File: src/pkg/cls_map.svh
// Offsets, field positions, opcode patterns and cycle counts of the
// compact load/store decoder.
// Assumes it is included by bare name after the types package.
// How it works
// - Register-offset: address is base plus offset register; 00 word store, 01 byte store
// - Register-offset: 10 loads a word, 11 loads a byte, same address
// - Sign-extend group: 00 stores data bits 0-15 as half-word
// - Sign-extend group: 01 loads half-word, upper 16 bits cleared
// - Sign-extend group: 10 loads byte, bit 7 copied into bits 8-31
// - Sign-extend group: 11 loads half-word, bit 15 copied into bits 16-31
// - Immediate group: 00 word store, 01 word load, 10 byte store, 11 byte load
// - Immediate word transfers scale the 5-bit offset by four
// - Immediate byte transfers add the 5-bit offset unscaled
// - Half-word immediate doubles the 5-bit offset before adding
// - Half-word immediate: 0 stores bits 0-15, 1 loads with upper bits cleared
// - Half-word immediate uses only the eight low registers
// - Stack-relative: bits 7:0 immediate, 10:8 data register, 11 direction
// - Stack-relative address is stack pointer plus immediate times four
// - Load-address adds constant times four to PC or stack pointer
// - PC source is instruction address plus 4, bit 1 cleared
// - Load-address leaves condition flags unchanged
// - Stack adjust adds a 9-bit signed constant to stack pointer
// - Stack adjust: sign 0 adds, 1 subtracts, flags unchanged
// - Each operation takes the cycles of its full-width equivalent
`ifndef CLS_MAP_SVH
`define CLS_MAP_SVH

// ----------------------------------------------------------------------
// Register byte offsets
// ----------------------------------------------------------------------
`define CLS_OFF_INSTR   8'h00
`define CLS_OFF_PC      8'h04
`define CLS_OFF_STATUS  8'h08
`define CLS_OFF_FLAGS   8'h0c
`define CLS_OFF_EADDR   8'h10
`define CLS_OFF_LOW0    8'h20
`define CLS_OFF_LOW7    8'h3c
`define CLS_OFF_SP      8'h40

// ----------------------------------------------------------------------
// Opcode patterns and status fields
// ----------------------------------------------------------------------
`define CLS_OPC_REGOFF  4'h5
`define CLS_OPC_IMM     3'h3
`define CLS_OPC_HALF    4'h8
`define CLS_OPC_SPREL   4'h9
`define CLS_OPC_LADDR   4'ha
`define CLS_OPC_SPADJ   8'hb0
`define CLS_SP_INDEX    4'h8
`define CLS_ST_BUSY     0
`define CLS_ST_ILLEGAL  1

// ----------------------------------------------------------------------
// Constants and cycle counts
// ----------------------------------------------------------------------
`define CLS_PC_AHEAD    32'h0000_0004
`define CLS_PC_MASK     32'hffff_fffd
`define CLS_CYC_LOAD    2'h2
`define CLS_CYC_STORE   2'h1
`define CLS_CYC_ALU     2'h0
`define CLS_RST_WORD    32'h0000_0000

`endif

File: src/pkg/cls_pkg.sv
// Types shared by the compact load/store decoder.
// Assumes nothing of its surroundings.
package cls_pkg;

    typedef enum logic [2:0] {
        CLS_F_NONE,
        CLS_F_REGOFF,
        CLS_F_SIGNX,
        CLS_F_IMM,
        CLS_F_HALF,
        CLS_F_SPREL,
        CLS_F_LADDR,
        CLS_F_SPADJ
    } cls_fmt_e;

    typedef enum logic [1:0] {
        CLS_SZ_BYTE,
        CLS_SZ_HALF,
        CLS_SZ_WORD
    } cls_size_e;

endpackage

File: src/cls_decode.sv
// Compact load/store decoder with address generation, behind an APB slave.
// Assumes a tightly coupled data memory on pclk that presents load data,
// right-aligned, two cycles after the one-cycle request pulse.
//
// The APB slave port and the register addresses were left to the implementer.
`timescale 1ns/100ps
`include "cls_map.svh"

module cls_decode (
    input  wire logic        pclk,
    input  wire logic        presetn,
    input  wire logic        psel,
    input  wire logic        penable,
    input  wire logic        pwrite,
    input  wire logic [7:0]  paddr,
    input  wire logic [31:0] pwdata,
    output logic      [31:0] prdata,
    output logic             pready,
    output logic             pslverr,
    output logic             mem_req,
    output logic             mem_we,
    output logic      [31:0] mem_addr,
    output logic      [1:0]  mem_size,
    output logic      [31:0] mem_wdata,
    input  wire logic [31:0] mem_rdata,
    output logic             wb_valid,
    output logic      [3:0]  wb_reg,
    output logic      [31:0] wb_data,
    output logic             busy
);

    // ------------------------------------------------------------------
    // State
    // ------------------------------------------------------------------
    logic [31:0]        low_r [0:7];   // Low general registers
    logic [31:0]        sp_r;
    logic [31:0]        pc_r;          // Address of the launched instruction
    logic [3:0]         flags_r;       // Condition flags, written only by software, never by execution
    logic [15:0]        instr_r;
    cls_pkg::cls_fmt_e  fmt_r;
    cls_pkg::cls_size_e size_r;
    logic               sign_r;
    logic               ld_r;
    logic               wbk_r;
    logic [3:0]         rd_r;
    logic [31:0]        result_r;
    logic [31:0]        ea_r;
    logic [1:0]         cnt_r;
    logic               busy_r;
    logic               illegal_r;
    logic               pready_r;
    logic               pslverr_r;
    logic [31:0]        prdata_r;
    logic               mem_req_r;
    logic               mem_we_r;
    logic [1:0]         mem_size_r;
    logic [31:0]        mem_wdata_r;
    logic               wb_valid_r;
    logic [3:0]         wb_reg_r;
    logic [31:0]        wb_data_r;

    // ------------------------------------------------------------------
    // APB decode
    // ------------------------------------------------------------------
    logic        apb_access;
    logic        apb_done;
    logic        wr_ok;
    logic        is_low;
    logic        is_ro;
    logic        mapped;
    logic        launch;
    logic        finish;
    logic [31:0] rd_mux;

    // Access answered one cycle into the access phase
    assign apb_access = psel & penable & ~pready_r;
    assign apb_done   = psel & penable & pready_r;
    assign wr_ok      = apb_done & pwrite & ~pslverr_r;
    assign is_low     = (paddr >= `CLS_OFF_LOW0) && (paddr <= `CLS_OFF_LOW7)
                        && (paddr[1:0] == 2'h0);
    assign is_ro      = (paddr == `CLS_OFF_STATUS) ||
                        (paddr == `CLS_OFF_EADDR);
    assign mapped     = is_low || is_ro || (paddr == `CLS_OFF_INSTR) ||
                        (paddr == `CLS_OFF_PC) || (paddr == `CLS_OFF_FLAGS) ||
                        (paddr == `CLS_OFF_SP);

    // Read multiplexer
    always_comb begin
        rd_mux = 32'h0;
        if (is_low) begin
            rd_mux = low_r[paddr[4:2]];
        end else begin
            case (paddr)
                `CLS_OFF_INSTR:  rd_mux = {16'h0, instr_r};
                `CLS_OFF_PC:     rd_mux = pc_r;
                `CLS_OFF_STATUS: rd_mux = {25'h0, fmt_r, 2'h0,
                                           illegal_r, busy_r};
                `CLS_OFF_FLAGS:  rd_mux = {28'h0, flags_r};
                `CLS_OFF_EADDR:  rd_mux = ea_r;
                `CLS_OFF_SP:     rd_mux = sp_r;
                default:         rd_mux = 32'h0;
            endcase
        end
    end

    // Slave answer; writes other than to read-only registers refused while an instruction executes
    always_ff @(posedge pclk or negedge presetn) begin
        if (!presetn) begin
            pready_r  <= 1'b0;
            pslverr_r <= 1'b0;
            prdata_r  <= `CLS_RST_WORD;
        end else begin
            pready_r  <= apb_access;
            if (apb_access) begin
                pslverr_r <= ~mapped | (pwrite & busy_r & ~is_ro);
                prdata_r  <= pwrite ? 32'h0 : rd_mux;
            end else if (apb_done) begin
                pslverr_r <= 1'b0;
                prdata_r  <= 32'h0;
            end
        end
    end

    // ------------------------------------------------------------------
    // Instruction decode of the word being written
    // ------------------------------------------------------------------
    logic [15:0]        iw;
    cls_pkg::cls_fmt_e  d_fmt;
    cls_pkg::cls_size_e d_size;
    logic               d_sign;
    logic               d_load;
    logic               d_store;
    logic               d_wb;
    logic [3:0]         d_rd;
    logic [31:0]        d_addr;
    logic [31:0]        d_result;
    logic [31:0]        d_wdata;
    logic [1:0]         d_cyc;
    logic [31:0]        base_v;
    logic [31:0]        offr_v;
    logic [31:0]        src_v;

    assign iw     = pwdata[15:0];
    assign base_v = low_r[iw[5:3]];   // Only low registers reachable
    assign offr_v = low_r[iw[8:6]];

    // Format found from high opcode bits first, fields read after
    always_comb begin
        d_fmt    = cls_pkg::CLS_F_NONE;
        d_size   = cls_pkg::CLS_SZ_WORD;
        d_sign   = 1'b0;
        d_load   = 1'b0;
        d_store  = 1'b0;
        d_wb     = 1'b0;
        d_rd     = {1'b0, iw[2:0]};
        d_addr   = 32'h0;
        d_result = 32'h0;
        src_v    = sp_r;
        if (iw[15:12] == `CLS_OPC_REGOFF && !iw[9]) begin
            d_fmt   = cls_pkg::CLS_F_REGOFF;
            d_addr  = base_v + offr_v;
            d_load  = iw[11];
            d_store = ~iw[11];
            d_size  = iw[10] ? cls_pkg::CLS_SZ_BYTE : cls_pkg::CLS_SZ_WORD;
        end else if (iw[15:12] == `CLS_OPC_REGOFF) begin
            d_fmt  = cls_pkg::CLS_F_SIGNX;
            d_addr = base_v + offr_v;
            case (iw[11:10])
                2'h0: begin
                    d_store = 1'b1;
                    d_size  = cls_pkg::CLS_SZ_HALF;
                end
                2'h1: begin
                    d_load = 1'b1;
                    d_size = cls_pkg::CLS_SZ_HALF;
                end
                2'h2: begin
                    d_load = 1'b1;
                    d_sign = 1'b1;
                    d_size = cls_pkg::CLS_SZ_BYTE;
                end
                default: begin
                    d_load = 1'b1;
                    d_sign = 1'b1;
                    d_size = cls_pkg::CLS_SZ_HALF;
                end
            endcase
        end else if (iw[15:13] == `CLS_OPC_IMM) begin
            d_fmt   = cls_pkg::CLS_F_IMM;
            d_load  = iw[11];
            d_store = ~iw[11];
            if (iw[12]) begin
                d_size = cls_pkg::CLS_SZ_BYTE;
                d_addr = base_v + {27'h0, iw[10:6]};
            end else begin
                d_addr = base_v + {25'h0, iw[10:6], 2'h0};
            end
        end else if (iw[15:12] == `CLS_OPC_HALF) begin
            d_fmt   = cls_pkg::CLS_F_HALF;
            d_size  = cls_pkg::CLS_SZ_HALF;
            d_addr  = base_v + {26'h0, iw[10:6], 1'b0};
            d_load  = iw[11];
            d_store = ~iw[11];
        end else if (iw[15:12] == `CLS_OPC_SPREL) begin
            d_fmt   = cls_pkg::CLS_F_SPREL;
            d_rd    = {1'b0, iw[10:8]};
            d_load  = iw[11];
            d_store = ~iw[11];
            d_addr  = sp_r + {22'h0, iw[7:0], 2'h0};
        end else if (iw[15:12] == `CLS_OPC_LADDR) begin
            d_fmt    = cls_pkg::CLS_F_LADDR;
            d_rd     = {1'b0, iw[10:8]};
            d_wb     = 1'b1;
            if (!iw[11]) begin
                src_v = (pc_r + `CLS_PC_AHEAD) & `CLS_PC_MASK;
            end
            d_result = src_v + {22'h0, iw[7:0], 2'h0};
            d_addr   = d_result;
        end else if (iw[15:8] == `CLS_OPC_SPADJ) begin
            d_fmt    = cls_pkg::CLS_F_SPADJ;
            d_rd     = `CLS_SP_INDEX;
            d_wb     = 1'b1;
            // Sign bit picks add or subtract of magnitude times four
            d_result = iw[7] ? sp_r - {23'h0, iw[6:0], 2'h0}
                             : sp_r + {23'h0, iw[6:0], 2'h0};
            d_addr   = d_result;
        end
    end

    // Store data narrowed to the transfer size, cycle count per kind
    always_comb begin
        d_wdata = low_r[d_rd[2:0]];
        if (d_size == cls_pkg::CLS_SZ_BYTE) begin
            d_wdata = {24'h0, d_wdata[7:0]};
        end else if (d_size == cls_pkg::CLS_SZ_HALF) begin
            d_wdata = {16'h0, d_wdata[15:0]};
        end
        if (d_load) begin
            d_cyc = `CLS_CYC_LOAD;
        end else if (d_store) begin
            d_cyc = `CLS_CYC_STORE;
        end else begin
            d_cyc = `CLS_CYC_ALU;
        end
    end

    assign launch = wr_ok && (paddr == `CLS_OFF_INSTR) && !busy_r &&
                    (d_fmt != cls_pkg::CLS_F_NONE);
    assign finish = busy_r && (cnt_r == 2'h0);

    // ------------------------------------------------------------------
    // Execution control and memory request
    // ------------------------------------------------------------------
    always_ff @(posedge pclk or negedge presetn) begin
        if (!presetn) begin
            busy_r    <= 1'b0;
            cnt_r     <= 2'h0;
            illegal_r <= 1'b0;
            instr_r   <= 16'h0;
            fmt_r     <= cls_pkg::CLS_F_NONE;
            size_r    <= cls_pkg::CLS_SZ_WORD;
            sign_r    <= 1'b0;
            ld_r      <= 1'b0;
            wbk_r     <= 1'b0;
            rd_r      <= 4'h0;
            result_r  <= `CLS_RST_WORD;
            ea_r      <= `CLS_RST_WORD;
        end else if (wr_ok && paddr == `CLS_OFF_INSTR) begin
            instr_r   <= iw;
            illegal_r <= (d_fmt == cls_pkg::CLS_F_NONE);
            fmt_r     <= d_fmt;
            if (launch) begin
                busy_r   <= 1'b1;
                cnt_r    <= d_cyc;
                size_r   <= d_size;
                sign_r   <= d_sign;
                ld_r     <= d_load;
                wbk_r    <= d_wb | d_load;
                rd_r     <= d_rd;
                result_r <= d_result;
                ea_r     <= d_addr;
            end
        end else if (busy_r) begin
            cnt_r  <= cnt_r - 2'h1;
            busy_r <= ~finish;
        end
    end

    // One-cycle request pulse at launch
    always_ff @(posedge pclk or negedge presetn) begin
        if (!presetn) begin
            mem_req_r   <= 1'b0;
            mem_we_r    <= 1'b0;
            mem_size_r  <= 2'h0;
            mem_wdata_r <= `CLS_RST_WORD;
        end else begin
            mem_req_r <= launch && (d_load || d_store);
            if (launch) begin
                mem_we_r    <= d_store;
                mem_size_r  <= d_size;
                mem_wdata_r <= d_store ? d_wdata : 32'h0;
            end
        end
    end

    // ------------------------------------------------------------------
    // Write-back with load extension
    // ------------------------------------------------------------------
    logic [31:0] ld_val;
    logic [31:0] wb_val;

    always_comb begin
        case (size_r)
            cls_pkg::CLS_SZ_BYTE:
                ld_val = sign_r ? {{24{mem_rdata[7]}}, mem_rdata[7:0]}
                                : {24'h0, mem_rdata[7:0]};
            cls_pkg::CLS_SZ_HALF:
                ld_val = sign_r ? {{16{mem_rdata[15]}}, mem_rdata[15:0]}
                                : {16'h0, mem_rdata[15:0]};
            default:
                ld_val = mem_rdata;
        endcase
        wb_val = ld_r ? ld_val : result_r;
    end

    // Register file: software writes when idle, write-back at finish;
    // execution writes no flag, so load-address keeps them
    always_ff @(posedge pclk or negedge presetn) begin
        if (!presetn) begin
            for (int i = 0; i < 8; i++) begin
                low_r[i] <= `CLS_RST_WORD;
            end
            sp_r    <= `CLS_RST_WORD;
            pc_r    <= `CLS_RST_WORD;
            flags_r <= 4'h0;
        end else if (finish && wbk_r) begin
            if (rd_r == `CLS_SP_INDEX) begin
                sp_r <= wb_val;
            end else begin
                low_r[rd_r[2:0]] <= wb_val;
            end
        end else if (wr_ok) begin
            if (is_low) begin
                low_r[paddr[4:2]] <= pwdata;
            end else if (paddr == `CLS_OFF_SP) begin
                sp_r <= pwdata;
            end else if (paddr == `CLS_OFF_PC) begin
                pc_r <= pwdata;
            end else if (paddr == `CLS_OFF_FLAGS) begin
                flags_r <= pwdata[3:0];
            end
        end
    end

    // Write-back report pulse
    always_ff @(posedge pclk or negedge presetn) begin
        if (!presetn) begin
            wb_valid_r <= 1'b0;
            wb_reg_r   <= 4'h0;
            wb_data_r  <= `CLS_RST_WORD;
        end else begin
            wb_valid_r <= finish && wbk_r;
            if (finish && wbk_r) begin
                wb_reg_r  <= rd_r;
                wb_data_r <= wb_val;
            end
        end
    end

    assign prdata    = prdata_r;
    assign pready    = pready_r;
    assign pslverr   = pslverr_r;
    assign mem_req   = mem_req_r;
    assign mem_we    = mem_we_r;
    assign mem_addr  = ea_r;
    assign mem_size  = mem_size_r;
    assign mem_wdata = mem_wdata_r;
    assign wb_valid  = wb_valid_r;
    assign wb_reg    = wb_reg_r;
    assign wb_data   = wb_data_r;
    assign busy      = busy_r;
endmodule

File: config.mk
export PLATFORM = sky130hd
export DESIGN_NAME = cls_decode
export DESIGN_NICKNAME = d
export VERILOG_FILES = /design/src/pkg/cls_pkg.sv /design/src/cls_decode.sv
export VERILOG_INCLUDE_DIRS = /design/src /design/src/pkg
export SDC_FILE = /design/constraint.sdc
export NUM_CORES = 2
export LEC_CHECK = 0
export BUFFER_PORTS_ARGS = -buffer_cell sky130_fd_sc_hd__buf_2
export CAP_MARGIN = 20
export CELL_PAD_IN_SITES_DETAIL_PLACEMENT = 0
export CELL_PAD_IN_SITES_GLOBAL_PLACEMENT = 1
export CORE_MARGIN = 2
export CORE_UTILIZATION = 44
export DETAILED_ROUTE_END_ITERATION = 8
export MAX_ROUTING_LAYER = met4
export PLACE_DENSITY_LB_ADDON = 0.1
export SYNTH_ARGS = -nofsm -noshare
export SYNTH_HDL_FRONTEND = slang
export SYNTH_SLANG_ARGS = --single-unit
File: constraint.sdc
create_clock -name pclk -period 4.1 [get_ports pclk]
set_input_delay 0.205 -clock pclk [delete_from_list [all_inputs] [get_ports pclk]]
set_output_delay 0.205 -clock pclk [all_outputs]
set_load 0.005 [all_outputs]
; Word level (Yosys, flattened, before mapping)
; Index checks and enable logic that the tools add are counted.
[word_totals]
reg_bits = 527
latchBits = 0
ram_bits = 0
mem_bits_ro = 0
in_bits = 77
output_inout_bits = 140
wordCells = 249
memories = 0
[classes]
addsub = 10
mul = 0
n_div = 0
magnitude_cmp = 9
n_eq_ne = 20
shifts = 0
mux = 113
n_bitwise = 24
reduce_logical = 40
[ops]
columns = cell, n
row1 = 2-to-1 mux 32 bit, 46
row2 = 2-to-1 mux 256 bit, 4
row3 = bitwise mux 256 bit, 2
row4 = binary-select mux 32 bit (select 3 bit), 4
row5 = demux 32 bit (select 3 bit), 2
row6 = case mux 32 bit (6 select lines), 1
row7 = adder 32 x 10 -> 32 bit, 2
row8 = case mux 32 bit (2 select lines), 1
row9 = "adder 32 x 3 -> 32 bit, second input constant", 1
row10 = adder 32 bit, 1
row11 = adder 32 x 5 -> 32 bit, 1
row12 = adder 32 x 6 -> 32 bit, 1
row13 = adder 32 x 7 -> 32 bit, 1
row14 = adder 32 x 9 -> 32 bit, 1
row15 = subtractor 32 x 9 -> 32 bit, 1
row16 = 2-to-1 mux 1 bit, 29
row17 = 2-to-1 mux 4 bit, 7
row18 = 2-to-1 mux 3 bit, 7
row19 = ">= comparator 4 bit, second input constant", 5
row20 = 2-to-1 mux 2 bit, 10
row21 = NOT 3 -> 4 bit, 5
row22 = "== test 4 bit, second input constant", 4
row23 = "== test 8 x 4 -> 1 bit, second input constant", 2
row24 = logical AND 1 bit, 11
row25 = 30 further kinds, 67

; Depth between registers and ports, before layout
[logic_depth]
ltp_word = 15
mapped_depth = 23

; Least setup slack after synthesis
; OpenSTA, ideal clock, no wires.
[synth_path]
path_type = in2reg
from = input pwdata[3]
to = register ea_r[26], in the netlist mem_addr[26]
arrival_ps = 5072
required_time_ps = 3978
slack_ps = -1093
cell_stages = 21
n_path_buf = 6
path_cell_list = buf_2 buf_4 buf_4 buf_2 buf_2 clkbuf_1 mux4_2 nand2_1 and2_1 inv_1 ha_1 nor2b_1 o31ai_1 a211oi_1 o211a_1 o311a_1 or2_2 a311oi_1 xor2_1 a21oi_1 a32o_1
[synth_via]
elab_chain_len = 9
elab_cells_between_ends = 21
[synth_lines]
columns = element, line_no
row1 = from (decl), cls_decode.sv:16  ; input wire logic [31:0] pwdata,
row2 = NOT 3 -> 4 bit (implied by the code) (tied with other cells), cls_decode.sv:144  ; assign base_v = low_r[iw[5:3]];
row3 = binary-select mux 32 bit (select 3 bit) / 2-to-1 mux 32 bit (equally long branches), "cls_decode.sv:144, cls_decode.sv:224"
row4 = "2-to-1 mux 32 bit, on equally long branches", "cls_decode.sv:144, cls_decode.sv:219"
row5 = "2-to-1 mux 32 bit, on equally long branches", "cls_decode.sv:144, cls_decode.sv:210"
row6 = adder 32 x 6 -> 32 bit (tied with other cells), cls_decode.sv:201  ; d_addr = base_v + {26'h0, iw[10:6], 1'b0};
row7 = "2-to-1 mux 32 bit, on equally long branches", "cls_decode.sv:198, cls_decode.sv:192"
row8 = 2-to-1 mux 32 bit, cls_decode.sv:188  ; end else if (iw[15:13] == `CLS_OPC_IMM) begin
row9 = 2-to-1 mux 32 bit, cls_decode.sv:165  ; end else if (iw[15:12] == `CLS_OPC_REGOFF) begin
row10 = 2-to-1 mux 32 bit (*), cls_decode.sv:159  ; if (iw[15:12] == `CLS_OPC_REGOFF && !iw[9]) begin
row11 = to (signal assigned), cls_decode.sv:267  ; ea_r <= `CLS_RST_WORD;
row12 = to (signal assigned), cls_decode.sv:281  ; ea_r <= d_addr;
row13 = to (decl), cls_decode.sv:47  ; logic [31:0] ea_r;
; Mark *: on every way between the ends. The rest lies on a longest branch, timed or not. The select of a mux whose other input is x is not followed.
; A chain may end at the register's enable or synchronous reset.

; Worst setup path after layout
[layout_path]
from = register low_r[229] (netlist name)
to = register ea_r[26], in the netlist mem_addr[26]
[layout_via]
elab_chain_len = 8
elab_cells_between_ends = 15
[layout_lines]
columns = element, line_no
row1 = from (decl), cls_decode.sv:35  ; logic [31:0] low_r [0:7];
row2 = "from (signal, indexed assignment)", cls_decode.sv:331  ; low_r[i] <= `CLS_RST_WORD;
row3 = "from (signal, indexed assignment)", cls_decode.sv:340  ; low_r[rd_r[2:0]] <= wb_val;
row4 = "from (signal, indexed assignment)", cls_decode.sv:344  ; low_r[paddr[4:2]] <= pwdata;
row5 = binary-select mux 32 bit (select 3 bit), cls_decode.sv:144
row6 = 2-to-1 mux 32 bit (implied by the code) (2 in a row), cls_decode.sv:144
row7 = adder 32 x 6 -> 32 bit (tied with other cells), cls_decode.sv:201
row8 = "2-to-1 mux 32 bit, on equally long branches", "cls_decode.sv:198, cls_decode.sv:192"
row9 = 2-to-1 mux 32 bit, cls_decode.sv:188
row10 = 2-to-1 mux 32 bit, cls_decode.sv:165
row11 = 2-to-1 mux 32 bit (*), cls_decode.sv:159
; Marked as above.

==> flow_summary.toml <==
[global_routing]
grt_pass1_wl_um = 270500
grt_usage = 0.4065
overflow = 0
grt_pass1_vias = 38263
grt_max_degree = 109
antenna_found_initial = 2

[placed_design]
gp_congestion = 0.9995
dp_hpwl_um = 133500
place_area_um2 = 44790
dp_slack_ps = -305.0
port-buffer-count = 216

[routing]
dr.pass1.iters = 7
final_antenna_net_count = 0
vias_per_cell = 6.640
drtIter0Drc = 5555
via_count = 40836
route.detailed.drc = 0
drt-wirelength-per-cell_um = 30.14
wirelength_um = 185400

[critical_path]
cp-end-kind = "flip-flop"
crit_family = "compound AO/OA/AOI/OAI gates"
critPathMaxStageDelay_ps = 480
setup.worst_path.start = "low_r[229]$_DFFE_PN0P_"
slowest_stage = "mux4_2"
cp_num_buf_inv = 0
reg2reg_from = "low_r[229]$_DFFE_PN0P_"
worst_ep_arrival_time_ps = 4550
path_max_fanout = 5
worstPathCellList = "mux4_2 -> mux2_2 -> ha_1 -> or3_4 -> o21ai_1 -> a211oi_2 -> o211a_1 -> o311a_1 -> or2_4 -> a311oi_2 -> xor2_1 -> a21oi_1 -> a32o_1"
critPathRequiredTime_ps = 4640
critPathLaunchType = "flip-flop"
crit_type = "flip-flop to flip-flop"
rrSetupSlack_ps = 80

[clocking]
cts_tree = "yes"
cts_buffers = 67
clock_latency_ps = 670
clk_pin_slew_worst_paths_ps = 60
cts-htree-levels = 3
clock-sinks = 527
clockBufferDepth = 3
cts_root_buffer = "clkbuf_16"

[logic_synthesis]
ys_seq_area_frac = 0.3329
ys_warn_count = 0
syn_area_um2 = 39620
avgSynthCellArea_um2 = 8.695
synth_cell_types = 93
synth_enable_flop_cells = 0
async_flop_share = 1.000
syn_nets = 4737
ys.flop_type = "dfrtp_1"
synthCells = 4557
synth-seq-cells = 527

[final_layout]
final_common_cell = "nand2_1"
nets = 5103
syn_to_final_growth_pct = 19.81
n_fill_cell = 8460
drive_above_1_share = 0.2339
top_register = "low_r"
largest_register_ffs = 256
final_cell_mix = "nand2_1 (587), dfrtp_1 (526), nor2_1 (496)"
fin_area_um2 = 47470

[die]
die-area_um2 = 92460
dieWidth_um = 304.1
initial_core_util = 0.4422
design.core.area_um2 = 89600
ios = 217
rows = 110
die_h_um = 304.1

[timing]
setup_viol = 0
tightest_slew_ps = 1271
max_freq_ghz = 0.2490
timing.hold.ws_ps = 55.63
min_period_ps = 4016
finalWorstSetupSlack_ps = 84.08
drv_slew = 0
hold_viol_final = 0
slew-limit-headroom = 0.1493
period_share = 0.9795
fin_tns_setup_ps = 0
clock_skew_ps = 29.91

[run]
maxCapViolations = 0

[power_and_ir_drop]
ir_drop_uv = 321.1
power_uw = 13350
p_leak_uw = 0.02044
p_per_area_nw_per_um2 = 281.2

[worst_hold_path]
min_path_type = "primary input to flip-flop"
hp-start = "pwdata[1]"

[outcome]
outcome = "finished clean"
-- final timing paths --
kind,endpoint,cells after the start
hold / removal,instr_r[1]$_DFFE_PN0P_,4
max in group asynchronous,wb_data[28]$_DFFE_PN0P_,3
hold reg to reg,prdata[8]$_DFFE_PN0P_,1
setup reg to reg,mem_addr[26]$_DFFE_PN0P_,13
setup / recovery,mem_addr[26]$_DFFE_PN0P_,13
min in group asynchronous,wb_data[3]$_DFFE_PN0P_,2
-- routing by layer --
layer / up-vias / track usage / share of wire / wire length [um]
li1: 17639 / - / - / -
met1: 20228 / 0.5864 / 0.43 / 79100
met2: 2627 / 0.5530 / 0.41 / 76360
met3: 342 / 0.1071 / 0.13 / 23680
met4: 0 / 0.1254 / 0.034 / 6248
met5: - / - / 0 / 0
-- cell type report --
class | instances | area [um^2] | share of cell area
diodes | 1 | 2.502 | 0.00005271
repair buffers | 700 | 5197 | 0.1095
clock buffers | 96 | 1939 | 0.04085
well taps | 1176 | 1471 | 0.03100
clock inverters | 23 | 332.8 | 0.007011
flip-flops and latches | 527 | 13190 | 0.2778
inverters | 64 | 245.2 | 0.005166
multi-input cells | 3563 | 25090 | 0.5286
-- where the power goes --
part	internal, uW	total, uW	switching (uW)	leakage, uW
Combinational	613	1760	1150	0.0122
Clock	3750	6330	2580	0.00111
Sequential	5220	5260	34.4	0.00717
-- worst min-delay path, stage by stage --
cell and delay (ps):
buf_2 110, inv_1 70, buf_4 180, o21ai_0 100
-- timing repair --
action / CTS / global route
pin swaps: 0 / 11
gates resized for setup: 3 / 24
hold buffers: 23 / 0
hold endpoints to repair: 113 / 0
setup endpoints to repair: 2 / 20
setup buffers: 0 / 8
-- cells in the mapped netlist (28+ instances only) --
| cell type | n | share of area |
|---|---|---|
| clkbuf_1 | 322 | 0.031 |
| nand4_1 | 34 | 0.0054 |
| ha_1 | 96 | 0.030 |
| nand2_1 | 588 | 0.056 |
| mux4_2 | 191 | 0.11 |
| a31oi_1 | 57 | 0.0090 |
| a21oi_1 | 456 | 0.058 |
| xor2_1 | 45 | 0.0099 |
| a311oi_1 | 38 | 0.0084 |
| o21a_1 | 28 | 0.0053 |
| buf_1 | 55 | 0.0052 |
| a221oi_1 | 35 | 0.0077 |
| nor2_1 | 499 | 0.047 |
| mux2_2 | 80 | 0.023 |
| and2_1 | 44 | 0.0069 |
| dfrtp_1 | 526 | 0.33 |
| nor3_1 | 53 | 0.0067 |
| a21o_1 | 71 | 0.013 |
| and3_1 | 59 | 0.0093 |
| a22oi_1 | 278 | 0.053 |
| xnor2_1 | 84 | 0.019 |
| nand3_1 | 131 | 0.017 |
| inv_1 | 59 | 0.0056 |
| mux2i_1 | 74 | 0.019 |
| o21ai_0 | 226 | 0.029 |
-- logic make-up (layout without fill, tap and decap cells) --
family / count (synthesis) / after routing / share of synthesized area
simple gates: 1579 / 1579 / 0.1801
compound gates: 1407 / 1407 / 0.2288
flops: 527 / 527 / 0.3329
buf+inv: 467 / 883 / 0.04582
mux: 345 / 345 / 0.1500
xor+xnor: 129 / 129 / 0.02852
fa+ha+maj: 103 / 103 / 0.03385
other cells: 0 / 1 / 0
-- per-stage QoR --
stage / util / cells
finish: 0.5298 / 6150
global route: 0.5298 / 6149
CTS: 0.5279 / 6141
detailed placement: 0.4999 / 5999
global placement: 0.4997 / 5997
floorplan: - / 4557
(Power assumes the default switching activity.)
